File: src/core/secl_defines.vh
/*
 * constants of the serial configuration loader: memory opcodes, image
 * layout, serial clock timing, address mode codes.
 * assumes a 200 MHz reference clock and a mode 0 serial memory.
 */
`ifndef SECL_DEFINES_VH
`define SECL_DEFINES_VH

// memory instruction opcodes
`define SECL_OP_READ      8'h03
`define SECL_OP_WRITE     8'h02
`define SECL_OP_WREN      8'h06
`define SECL_OP_RDSR      8'h05
// opcode bit that carries address bit 8 in nine-bit mode
`define SECL_OP_A8_POS    3

// image layout
`define SECL_IMG_ID       16'h0000
`define SECL_IMG_CNT      16'h0002
`define SECL_IMG_REC      16'h0004
`define SECL_REC_LAST     3'h5
`define SECL_REC_BYTES    17'h00006

// serial clock: 120 ns period (12 cycles per half), about 8.3 MHz
`define SECL_REF_MHZ      200
`define SECL_SCK_HALF_NS  64
`define SECL_SCK_HALF_CYC ((`SECL_SCK_HALF_NS * `SECL_REF_MHZ) / 1000)

// detected address mode
`define SECL_MODE_NONE    2'h0
`define SECL_MODE_9       2'h1
`define SECL_MODE_16      2'h2

// record buffer
`define SECL_FIFO_W       48
`define SECL_FIFO_D       16
`define SECL_FIFO_AW      4

`endif

File: src/core/secl_fifo.v
/*
 * flip-flop FIFO with valid/ready on both ends, width and depth set by
 * parameters. assumes one clock, async active-high reset; depth is a
 * power of two matching the pointer width.
 */
`timescale 1ns/10ps
module secl_fifo #(
   parameter W  = 48,
   parameter D  = 16,
   parameter AW = 4
) (
   input  wire          ref_clk,
   input  wire          rst,
   input  wire          in_valid,
   output wire          in_ready,
   input  wire [W-1:0]  in_data,
   output wire          out_valid,
   input  wire          out_ready,
   output wire [W-1:0]  out_data
);
   reg  [W-1:0] mem_r [0:D-1];  // storage
   reg  [AW-1:0] wp_r;          // write index
   reg  [AW-1:0] rp_r;          // read index
   reg  [AW:0]   cnt_r;         // fill level, one bit wider for full
   wire          push;
   wire          pop;

   assign in_ready  = (cnt_r != D);
   assign out_valid = (cnt_r != 0);
   assign out_data  = mem_r[rp_r];
   assign push      = in_valid & in_ready;
   assign pop       = out_valid & out_ready;

   // pointers and level; storage itself needs no reset
   always @(posedge ref_clk or posedge rst) begin
      if (rst) begin
         wp_r  <= {AW{1'b0}};
         rp_r  <= {AW{1'b0}};
         cnt_r <= {(AW+1){1'b0}};
      end else begin
         if (push)
            wp_r <= wp_r + 1'b1;
         if (pop)
            rp_r <= rp_r + 1'b1;
         if (push & ~pop)
            cnt_r <= cnt_r + 1'b1;
         else if (pop & ~push)
            cnt_r <= cnt_r - 1'b1;
      end
   end

   // data write
   always @(posedge ref_clk) begin
      if (push)
         mem_r[wp_r] <= in_data;
   end
endmodule

File: src/core/secl_shift.v
/*
 * byte shifter for a mode 0 serial memory: makes the serial clock from
 * the reference clock, shifts one byte out and one in per request, and
 * owns the chip select. assumes sdi is already synchronised.
 */
`timescale 1ns/10ps
`include "secl_defines.vh"
module secl_shift (
   input  wire       ref_clk,
   input  wire       rst,
   input  wire       go,        // start a byte, taken when rdy
   input  wire [7:0] tx,        // byte to send, msb first
   input  wire       last,      // drop select after this byte
   input  wire       sdi,       // synchronised memory output
   output wire       rdy,       // idle, may take go
   output reg        done_r,    // one-cycle pulse, byte complete
   output reg  [7:0] rx_r,      // received byte
   output reg        sck_r,     // serial memory clock
   output reg        sdo_r,     // serial output to memory
   output reg        csn_r      // chip select, active low
);
   localparam E_IDLE = 2'h0;
   localparam E_LO   = 2'h1;
   localparam E_HI   = 2'h2;
   localparam E_CSH  = 2'h3;

   reg [1:0] st_r;   // shifter state
   reg [4:0] div_r;  // half period counter
   reg [2:0] bit_r;  // bits done
   reg [7:0] sh_r;   // outgoing shift
   reg       lst_r;  // last byte of instruction
   wire      half;
   wire      early;  // one cycle before half

   assign rdy   = (st_r == E_IDLE);
   assign half  = ({27'h0, div_r} == (`SECL_SCK_HALF_CYC - 1));
   assign early = ({27'h0, div_r} == (`SECL_SCK_HALF_CYC - 2));

   // clock phases, bit shifting and select timing
   always @(posedge ref_clk or posedge rst) begin
      if (rst) begin
         st_r   <= E_IDLE;
         div_r  <= 5'h00;
         bit_r  <= 3'h0;
         sh_r   <= 8'h00;
         lst_r  <= 1'b0;
         done_r <= 1'b0;
         rx_r   <= 8'h00;
         sck_r  <= 1'b0;
         sdo_r  <= 1'b0;
         csn_r  <= 1'b1;
      end else begin
         done_r <= 1'b0;
         div_r  <= half ? 5'h00 : div_r + 5'h01;
         case (st_r)
            E_IDLE: begin
               div_r <= 5'h00;
               // a clock parked high after a byte falls here
               sck_r <= 1'b0;
               if (go) begin
                  // select held low from first byte onward
                  csn_r <= 1'b0;
                  sdo_r <= tx[7];  // moves with the fall
                  sh_r  <= tx;
                  lst_r <= last;
                  bit_r <= 3'h0;
                  st_r  <= E_LO;
               end
            end
            E_LO: begin
               if (half) begin
                  sck_r <= 1'b1;
                  rx_r  <= {rx_r[6:0], sdi};
                  st_r  <= E_HI;
               end
            end
            E_HI: begin
               if (early && (bit_r == 3'h7) && !lst_r) begin
                  // more bytes follow: go idle a cycle early with the
                  // clock still high, so the next msb rides the fall
                  done_r <= 1'b1;
                  st_r   <= E_IDLE;
               end else if (half) begin
                  sck_r <= 1'b0;
                  if (bit_r == 3'h7) begin
                     done_r <= 1'b1;
                     st_r   <= E_CSH;
                  end else begin
                     bit_r <= bit_r + 3'h1;
                     sh_r  <= {sh_r[6:0], 1'b0};
                     sdo_r <= sh_r[6];  // change on fall
                     st_r  <= E_LO;
                  end
               end
            end
            E_CSH: begin
               // hold time after last fall, then release
               if (half) begin
                  csn_r <= 1'b1;
                  st_r  <= E_IDLE;
               end
            end
            default: st_r <= E_IDLE;
         endcase
      end
   end
endmodule

File: src/core/secl_loader.v
/*
 * serial configuration loader top: after reset reads an image from a
 * serial memory and issues record writes to the configuration block;
 * afterwards serves single byte reads and writes requested by logic.
 * assumes cfg_ready and the request inputs are on ref_clk; the memory
 * output pin is asynchronous.
 */
`timescale 1ns/10ps
`include "secl_defines.vh"
module secl_loader #(
   parameter [15:0] ID_CODE = 16'h5A3C  // arbitrary value
) (
   input  wire        ref_clk,
   input  wire        rst,
   output wire        serial_memory_clock,
   output wire        serial_out_to_memory,
   input  wire        serial_in_from_memory,
   output wire        mem_select_n,
   output reg         cfg_valid_r,
   input  wire        cfg_ready,
   output reg  [11:0] cfg_addr_r,
   output reg  [3:0]  cfg_be_r,
   output reg  [31:0] cfg_data_r,
   output reg         load_done_r,
   output reg  [1:0]  addr_mode_r,
   input  wire        wr_req,
   input  wire        rd_req,
   input  wire [15:0] sw_addr,
   input  wire [7:0]  sw_wdata,
   output reg  [7:0]  sw_rdata_r,
   output reg         sw_rvalid_r,
   output reg         sw_busy_r
);
   // phases
   localparam P_ID9   = 4'h0;
   localparam P_ID16  = 4'h1;
   localparam P_CNT   = 4'h2;
   localparam P_REC   = 4'h3;
   localparam P_IDLE  = 4'h4;
   localparam P_WREN  = 4'h5;
   localparam P_WRITE = 4'h6;
   localparam P_RDSR  = 4'h7;
   localparam P_READ  = 4'h8;
   // instruction steps
   localparam T_IDLE  = 2'h0;
   localparam T_HDR   = 2'h1;
   localparam T_BODY  = 2'h2;
   localparam T_WAIT  = 2'h3;

   reg  [3:0]  ph_r;      // loader phase
   reg  [1:0]  st_r;      // instruction step
   reg  [1:0]  hidx_r;    // header byte index
   reg  [15:0] addr_r;    // instruction start address
   reg  [16:0] left_r;    // body bytes left, fixed length phases
   reg  [16:0] iss_r;     // record bytes issued
   reg  [2:0]  gb_r;      // issue position within record
   reg  [2:0]  rb_r;      // receive position within record
   reg         bflag_r;   // byte in flight belongs to body
   reg  [15:0] sh_r;      // received bytes, low first
   reg  [15:0] cnt_r;     // image byte count
   reg  [39:0] rec_r;     // partial record
   reg         mode16_r;  // sixteen-bit addressing
   reg         recs_r;    // all records pushed
   reg         wr_sel_r;  // pending software op is a write
   reg  [7:0]  wdat_r;    // software write data
   reg         sync1_r;   // input synchroniser stage one
   reg         sync2_r;   // input synchroniser stage two

   wire        eng_rdy;
   wire        eng_done;
   wire [7:0]  eng_rx;
   reg         eng_go;
   reg  [7:0]  eng_tx;
   reg         eng_last;
   wire        fin_valid;
   wire        fin_ready;
   wire        fout_valid;
   wire        fout_pop;
   wire [47:0] fout_data;
   wire        body_done;
   wire        rec_last;
   wire        hdr_end;

   // opcode per phase
   function [7:0] op_of;
      input [3:0] ph;
      begin
         case (ph)
            P_WREN:  op_of = `SECL_OP_WREN;
            P_WRITE: op_of = `SECL_OP_WRITE;
            P_RDSR:  op_of = `SECL_OP_RDSR;
            default: op_of = `SECL_OP_READ;
         endcase
      end
   endfunction

   // header length: opcode only, or opcode plus one or two address bytes
   function [1:0] hlen_of;
      input [3:0] ph;
      input       m16;
      begin
         if (ph == P_WREN || ph == P_RDSR)
            hlen_of = 2'h1;
         else
            hlen_of = m16 ? 2'h3 : 2'h2;  // one byte in 9-bit
      end
   endfunction

   // header byte by index
   function [7:0] hdr_of;
      input [3:0]  ph;
      input [15:0] a;
      input [1:0]  idx;
      input        m16;
      reg   [7:0]  op;
      begin
         op = op_of(ph);
         if (idx == 2'h0) begin
            hdr_of = op;
            // address bit 8 rides in opcode bit 3
            if (!m16 && (ph == P_WRITE || ph != P_WREN && ph != P_RDSR))
               hdr_of[`SECL_OP_A8_POS] = a[8];
         end else if (idx == 2'h1 && m16)
            hdr_of = a[15:8];
         else
            hdr_of = a[7:0];
      end
   endfunction

   // memory output pin: two flops before any use
   always @(posedge ref_clk or posedge rst) begin
      if (rst) begin
         sync1_r <= 1'b0;
         sync2_r <= 1'b0;
      end else begin
         sync1_r <= serial_in_from_memory;
         sync2_r <= sync1_r;
      end
   end

   // serial clock divided down from ref_clk inside shifter
   secl_shift u_shift (
      .ref_clk (ref_clk),
      .rst     (rst),
      .go      (eng_go),
      .tx      (eng_tx),
      .last    (eng_last),
      .sdi     (sync2_r),
      .rdy     (eng_rdy),
      .done_r  (eng_done),
      .rx_r    (eng_rx),
      .sck_r   (serial_memory_clock),
      .sdo_r   (serial_out_to_memory),
      .csn_r   (mem_select_n)
   );

   assign body_done = eng_done & bflag_r;
   // stop at the record end that reaches the count
   assign rec_last  = (gb_r == `SECL_REC_LAST) &&
                      ((iss_r + 17'h00001) >= {1'b0, cnt_r});
   assign hdr_end   = (hidx_r == hlen_of(ph_r, mode16_r) - 2'h1);
   // complete record pushed on its sixth byte
   assign fin_valid = body_done && (ph_r == P_REC) &&
                      (rb_r == `SECL_REC_LAST);

   // byte request to the shifter
   always @* begin
      eng_go   = 1'b0;
      eng_tx   = 8'h00;
      eng_last = 1'b0;
      if (st_r == T_HDR) begin
         eng_go   = eng_rdy;
         eng_tx   = hdr_of(ph_r, addr_r, hidx_r, mode16_r);
         eng_last = hdr_end && (ph_r == P_WREN);
      end else if (st_r == T_BODY) begin
         if (ph_r == P_REC) begin
            // record start waits for room so no record is lost
            eng_go   = eng_rdy &
                       ((gb_r != 3'h0) | (fin_ready & ~eng_done));
            eng_last = rec_last;
         end else begin
            eng_go   = eng_rdy;
            eng_last = (left_r == 17'h00001);
            eng_tx   = (ph_r == P_WRITE) ? wdat_r : 8'h00;
         end
      end
   end

   // record buffer toward the configuration block
   secl_fifo #(
      .W  (`SECL_FIFO_W),
      .D  (`SECL_FIFO_D),
      .AW (`SECL_FIFO_AW)
   ) u_fifo (
      .ref_clk   (ref_clk),
      .rst       (rst),
      .in_valid  (fin_valid),
      .in_ready  (fin_ready),
      .in_data   ({eng_rx, rec_r}),
      .out_valid (fout_valid),
      .out_ready (fout_pop),
      .out_data  (fout_data)
   );

   assign fout_pop = fout_valid & (~cfg_valid_r | cfg_ready);

   // output stage: held until the configuration block takes it
   always @(posedge ref_clk or posedge rst) begin
      if (rst) begin
         cfg_valid_r <= 1'b0;
         cfg_addr_r  <= 12'h000;
         cfg_be_r    <= 4'h0;
         cfg_data_r  <= 32'h00000000;
      end else if (fout_pop) begin
         cfg_valid_r <= 1'b1;
         cfg_addr_r  <= {fout_data[11:8], fout_data[7:0]};
         cfg_be_r    <= fout_data[15:12];
         cfg_data_r  <= fout_data[47:16];
      end else if (cfg_ready) begin
         cfg_valid_r <= 1'b0;
      end
   end

   // loader sequence and software operations
   always @(posedge ref_clk or posedge rst) begin
      if (rst) begin
         ph_r        <= P_ID9;
         st_r        <= T_IDLE;
         hidx_r      <= 2'h0;
         addr_r      <= 16'h0000;
         left_r      <= 17'h00000;
         iss_r       <= 17'h00000;
         gb_r        <= 3'h0;
         rb_r        <= 3'h0;
         bflag_r     <= 1'b0;
         sh_r        <= 16'h0000;
         cnt_r       <= 16'h0000;
         rec_r       <= 40'h0000000000;
         mode16_r    <= 1'b0;
         recs_r      <= 1'b0;
         wr_sel_r    <= 1'b0;
         wdat_r      <= 8'h00;
         load_done_r <= 1'b0;
         addr_mode_r <= `SECL_MODE_NONE;
         sw_rdata_r  <= 8'h00;
         sw_rvalid_r <= 1'b0;
         sw_busy_r   <= 1'b0;
      end else begin
         sw_rvalid_r <= 1'b0;
         // done once all records have been taken by the configuration block
         if (recs_r && !fout_valid && !cfg_valid_r)
            load_done_r <= 1'b1;
         // received body bytes
         if (body_done) begin
            sh_r <= {eng_rx, sh_r[15:8]};  // low byte first
            if (ph_r == P_REC) begin
               rec_r <= {eng_rx, rec_r[39:8]};
               rb_r  <= (rb_r == `SECL_REC_LAST) ? 3'h0 : rb_r + 3'h1;
            end
         end
         if (eng_go)
            bflag_r <= (st_r == T_BODY);
         case (st_r)
            T_IDLE: begin
               hidx_r <= 2'h0;
               if (ph_r != P_IDLE) begin
                  st_r <= T_HDR;
                  case (ph_r)
                     P_ID9, P_ID16: begin
                        addr_r <= `SECL_IMG_ID;
                        left_r <= 17'h00002;
                     end
                     P_CNT: begin
                        addr_r <= `SECL_IMG_CNT;
                        left_r <= 17'h00002;
                     end
                     P_REC: begin
                        addr_r <= `SECL_IMG_REC;
                        iss_r  <= 17'h00000;
                        gb_r   <= 3'h0;
                        rb_r   <= 3'h0;
                     end
                     default: left_r <= 17'h00001;
                  endcase
               end else if (load_done_r && (wr_req || rd_req)) begin
                  // requests only taken when idle, otherwise ignored
                  sw_busy_r <= 1'b1;
                  wr_sel_r  <= wr_req;
                  wdat_r    <= sw_wdata;
                  addr_r    <= sw_addr;
                  left_r    <= 17'h00001;
                  ph_r      <= wr_req ? P_WREN : P_READ;
               end
            end
            T_HDR: begin
               if (eng_go) begin
                  hidx_r <= hidx_r + 2'h1;
                  if (hdr_end)
                     st_r <= (ph_r == P_WREN) ? T_WAIT : T_BODY;
               end
            end
            T_BODY: begin
               if (eng_go) begin
                  if (ph_r == P_REC) begin
                     // back to back, six bytes each
                     iss_r <= iss_r + 17'h00001;
                     gb_r  <= (gb_r == `SECL_REC_LAST) ? 3'h0 :
                              gb_r + 3'h1;
                     if (rec_last)
                        st_r <= T_WAIT;
                  end else begin
                     left_r <= left_r - 17'h00001;
                     if (left_r == 17'h00001)
                        st_r <= T_WAIT;
                  end
               end
            end
            T_WAIT: begin
               // decide once the select is released
               if (eng_rdy && !eng_done) begin
                  st_r <= T_IDLE;
                  case (ph_r)
                     P_ID9: begin
                        if (sh_r == ID_CODE) begin
                           addr_mode_r <= `SECL_MODE_9;
                           ph_r        <= P_CNT;
                        end else begin
                           mode16_r <= 1'b1;
                           ph_r     <= P_ID16;
                        end
                     end
                     P_ID16: begin
                        if (sh_r == ID_CODE) begin
                           addr_mode_r <= `SECL_MODE_16;
                           ph_r        <= P_CNT;
                        end else begin
                           addr_mode_r <= `SECL_MODE_NONE;
                           recs_r      <= 1'b1;
                           ph_r        <= P_IDLE;
                        end
                     end
                     P_CNT: begin
                        cnt_r <= sh_r;
                        if (sh_r == 16'h0000) begin
                           recs_r <= 1'b1;
                           ph_r   <= P_IDLE;
                        end else
                           ph_r <= P_REC;
                     end
                     P_REC: begin
                        recs_r <= 1'b1;
                        ph_r   <= P_IDLE;
                     end
                     P_WREN:  ph_r <= P_WRITE;
                     P_WRITE: ph_r <= P_RDSR;
                     P_RDSR: begin
                        if (sh_r[8])
                           ph_r <= P_RDSR;
                        else begin
                           ph_r      <= P_IDLE;
                           sw_busy_r <= 1'b0;
                        end
                     end
                     P_READ: begin
                        sw_rdata_r  <= sh_r[15:8];
                        sw_rvalid_r <= 1'b1;
                        sw_busy_r   <= 1'b0;
                        ph_r        <= P_IDLE;
                     end
                     default: ph_r <= P_IDLE;
                  endcase
               end
            end
            default: st_r <= T_IDLE;
         endcase
      end
   end
endmodule

File: config.mk
export PLATFORM = sky130hd
export DESIGN_NAME = secl_loader
export DESIGN_NICKNAME = d
export VERILOG_FILES = /design/src/core/secl_fifo.v /design/src/core/secl_shift.v /design/src/core/secl_loader.v
export VERILOG_INCLUDE_DIRS = /design/src /design/src/core
export SDC_FILE = /design/constraint.sdc
export NUM_CORES = 1
export LEC_CHECK = 0
export BUFFER_PORTS_ARGS = -buffer_cell sky130_fd_sc_hd__clkbuf_2
export CAP_MARGIN = 10
export CORE_UTILIZATION = 55
export DETAILED_ROUTE_END_ITERATION = 10
export PLACE_DENSITY = 0.68
export SLEW_MARGIN = 40
export SYNTH_ARGS = -nofsm -noshare
export SYNTH_HDL_FRONTEND = slang
export SYNTH_SLANG_ARGS = --single-unit
File: constraint.sdc
create_clock -name ref_clk -period 10.35 [get_ports ref_clk]
set_clock_uncertainty 0.05 [all_clocks]
set_input_delay 2.07 -clock ref_clk [delete_from_list [all_inputs] [get_ports ref_clk]]
set_output_delay 2.07 -clock ref_clk [all_outputs]
set_load 0.02 [all_outputs]
==> flow_summary.rst <==
.. list-table::
   :header-rows: 1

   * - Metric
     - Value
   * - Post-placement cell count
     - 3099
   * - Number of enable-type register cells in the synthesized netlist
     - 768
   * - Total Neg Setup Slack
     - 0 ps
   * - Crit end category
     - flop
   * - Post-Syn Nets
     - 2187
   * - Violated checks
     - design-rule violations
   * - WP data required
     - 10580 ps
   * - Routed length per instance
     - 25.6 um
   * - Ratio of total power to cell area
     - 202 nW/um^2
   * - Number of I/O pins
     - 95
   * - Die width
     - 274 um
   * - Share of synthesized area occupied by flip-flops and latches
     - 72.2%
   * - Transition time at the pin with the least slew margin
     - 845 ps
   * - Count of vias placed by the detailed router
     - 20100
   * - Critical path class
     - flop to flop
   * - Hold Vio Cnt, Final
     - 0
   * - Hold path start
     - sync1_r$_DFF_PP0_
   * - Antenna Violating Nets Remaining
     - 0
   * - Average size of a mapped cell
     - 19.2 sq um
   * - Top cells by area, synth
     - edfxtp_1 57%, dfrtp_1 16%, mux4_2 13%
   * - Largest family of logic cells by synthesized area
     - multiplexers
   * - Buffer count from post-CTS setup fixing
     - 0
   * - Die Outline Area
     - 75100 sq um
   * - Via count of the first global-routing pass
     - 20800
   * - Clock latency on the worst-skew pair
     - 650 ps
   * - Effective utilization at floorplan
     - 55.7%
   * - Count of different cell masters after synthesis
     - 72
   * - Critical Path Start
     - ph_r[0]$_DFFE_PP0P_
   * - Leakage dissipation
     - 14.0 nW
   * - Slew headroom
     - 43.7%
   * - Wire length of the first global-routing pass
     - 129 mm
   * - Detailed Routing Iterations Pass 1
     - 8
   * - Place WS
     - 5580 ps
   * - Dominant cell type by area after synthesis
     - edfxtp_1
   * - Total congestion overflow after global routing
     - 0
   * - PortBufs
     - 94
   * - Most used standard cells in the synthesized netlist
     - 768 x edfxtp_1, 253 x dfrtp_1, 240 x mux4_2
   * - Class of the most critical hold timing path
     - flop to flop
   * - Number of slew-limit violations in the final report
     - 0
   * - Clk sinks
     - 1022
   * - Utilization of the core after routing
     - 62.6%
   * - Minimum hold slack
     - 305 ps
   * - Status
     - complete, but fails checks
   * - Number of warnings issued by yosys
     - 0
   * - Final Instance Area
     - 45700 sq um
   * - Detailed placement HPWL
     - 47.6 mm
   * - Time the worst path needs with I/O delays and setup
     - 4530 ps
   * - Max-capacitance violation count
     - 0
   * - Fraction of the cycle the final worst path needs
     - 43.8%
   * - Area after detailed placement
     - 42300 sq um
   * - Most instantiated library cell after synthesis
     - edfxtp_1
   * - Number of remaining DRC errors
     - 9
   * - Compound-cell area share of the yosys netlist
     - 2.69%
   * - Post-synthesis instance area
     - 40700 sq um
   * - Synth Area in Adders
     - 1.22%
   * - Number of vias per cell
     - 6.09
   * - # rows
     - 99
   * - Unrepaired setup endpoints after global routing
     - false
   * - Root buffer cell
     - clkbuf_16
   * - Diode insertion count for antenna repair
     - 0
   * - Signed area change from the synthesized netlist to the final layout
     - 12.3%
   * - Simple-gate portion of the synthesized area
     - 3.74%
   * - Startpoint kind of the worst setup timing path
     - flop
   * - Number of cells in the finished layout apart from fillers
     - 3293
   * - Detailed-route wire length
     - 84.4 mm
   * - Total clock buffers created by CTS
     - 102
   * - Post-Synthesis Cells
     - 2118
   * - Mux cell area share after synthesis
     - 17.5%
   * - Final setup violation count
     - 0
   * - Maximum number of pins on one net before global-route repair
     - 133
   * - Worst endpoint data arrival time
     - 4760 ps
   * - CTS Hold Buffers Added
     - 0
   * - TritonCTS clock tree
     - built
   * - Count of state elements after synthesis
     - 1022
   * - Share of the synthesized netlist area taken by xor and xnor gates
     - 0.860%
   * - Peak supply drop
     - 151 uV
   * - Bufs on Longest Clock Path
     - 3
   * - Startpoint of the worst-slack reg-to-reg timing path
     - ph_r[0]$_DFFE_PP0P_
   * - Die Y-Extent
     - 274 um
   * - FMAX
     - 221 MHz
   * - # H-tree levels
     - 3
   * - Number of antenna violations at the first check in global routing
     - 0
   * - NumNets Final
     - 2315
   * - Synth Flop Type
     - edfxtp_1
   * - Area share of the largest cell type after synthesis
     - 56.6%
   * - Clock-pin slew of the registers on the worst-case setup and hold paths
     - 60 ps
   * - Post-synth ARST share
     - 24.9%
   * - Fillers
     - 5103
   * - Iteration-0 DRC Markers
     - 1820
   * - Final weighted congestion of routability-driven global placement
     - 0.820
   * - Final Total Pwr
     - 9.23 mW
   * - Core Area
     - 73100 sq um
   * - Setup slack of the critical path after layout
     - 5820 ps
   * - Aggregate global-route resource usage
     - 23.1%
   * - Fraction of layout instances using a drive strength above 1
     - 31.5%
   * - Largest driver fanout on the critical path
     - 42
   * - Number of gates resized after cts
     - 0
-- logic make-up (layout without fill, tap and decap cells) --
family / count (synthesis) / in the layout
adders and majority gates: 39 / 39
xor gates and xnor gates: 40 / 40
muxes: 394 / 394
AOI/OAI and AO/OA: 176 / 176
and+or+nand+nor: 294 / 294
DFF: 1022 / 1022
buffers and inverters: 153 / 369
-- worst paths after layout --
path / to / slack, ps / depth (start not counted)
worst max register to register: u_fifo.mem_r[15][29]$_DFFE_PP_ / 5820 / 7
worst max-delay path: u_fifo.mem_r[15][29]$_DFFE_PP_ / 5820 / 7
worst min-delay path: sync2_r$_DFF_PP0_ / 310 / 0
max in group asynchronous: iss_r[9]$_DFFE_PP0P_ / 7610 / 3
min in group asynchronous: cfg_data_r[22]$_DFFE_PP0P_ / 1530 / 2
worst min register to register: sync2_r$_DFF_PP0_ / 310 / 0
-- layer usage --
layer,track usage [%],wire (um),share of wire (%),vias up
li1,-,-,-,8691
met1,31.5,35300,42,10700
met2,39.0,43300,51,541
met3,3.70,3920,4.6,123
met4,6.30,1900,2.3,0
met5,0,0,0,-
-- final cells by class --
type	instances	area, sq um	area share (%)
Multi-Input combinational cell	943	10700	23.4
Clock buffer	137	2870	6.27
Inverter	49	196	0.429
Tap cell	959	1200	2.62
Timing Repair Buffer	128	818	1.79
Sequential cell	1022	29400	64.3
Clock inverter	55	503	1.10
-- state kept, by name (all words and copies together), names as in the netlist, 4 cells and up --
name           flops
sw_rdata_r         8
u_fifo.mem_r     768
u_shift.sh_r       7
addr_r            16
cnt_r             16
u_fifo.wp_r        4
u_fifo.cnt_r       5
cfg_be_r           4
cfg_data_r        32
rec_r             40
wdat_r             8
cfg_addr_r        12
sh_r              16
u_fifo.rp_r        4
u_shift.div_r      5
left_r            17
u_shift.rx_r       8
ph_r               4
iss_r             17
-- worst max-delay path, cell delays in order (launching register included) --
cell and delay (ps):
dfrtp_1 740, nor4bb_4 590, nand2_2 80, buf_4 310
a211oi_4 530, nand3_1 420, nor2_4 740, buf_4 640
-- power breakdown --
part / total (mW) / switching [mW] / leakage (nW) / internal (mW)
Clock: 3.67 / 1.52 / 1.66 / 2.15
Combinational: 1.06 / 0.574 / 3.82 / 0.483
Sequential: 4.50 / 0.110 / 8.56 / 4.39
Total: 9.23 / 2.21 / 14.0 / 7.02
-- placed cells by master (no fill, tap or decap), drive strengths merged, types with 4 or more instances in the layout --
master,n
and3,4
nor2b,7
and2,13
nor2,64
a21o,6
a211oi,7
nor3,17
dfrtp,253
o22ai,6
nand2b,10
nor4,11
o31ai,10
buf,34
o21ai,69
ha,38
bufinv,8
or3,7
mux2,151
nand4,11
clkinvlp,4
xor2,10
clkinv,39
a22o,9
xnor2,30
or4,7
clkbuf,231
nand3,24
inv,53
or2,6
mux4,240
a21oi,42
edfxtp,768
nand2,100
(Power assumes the default switching activity.)
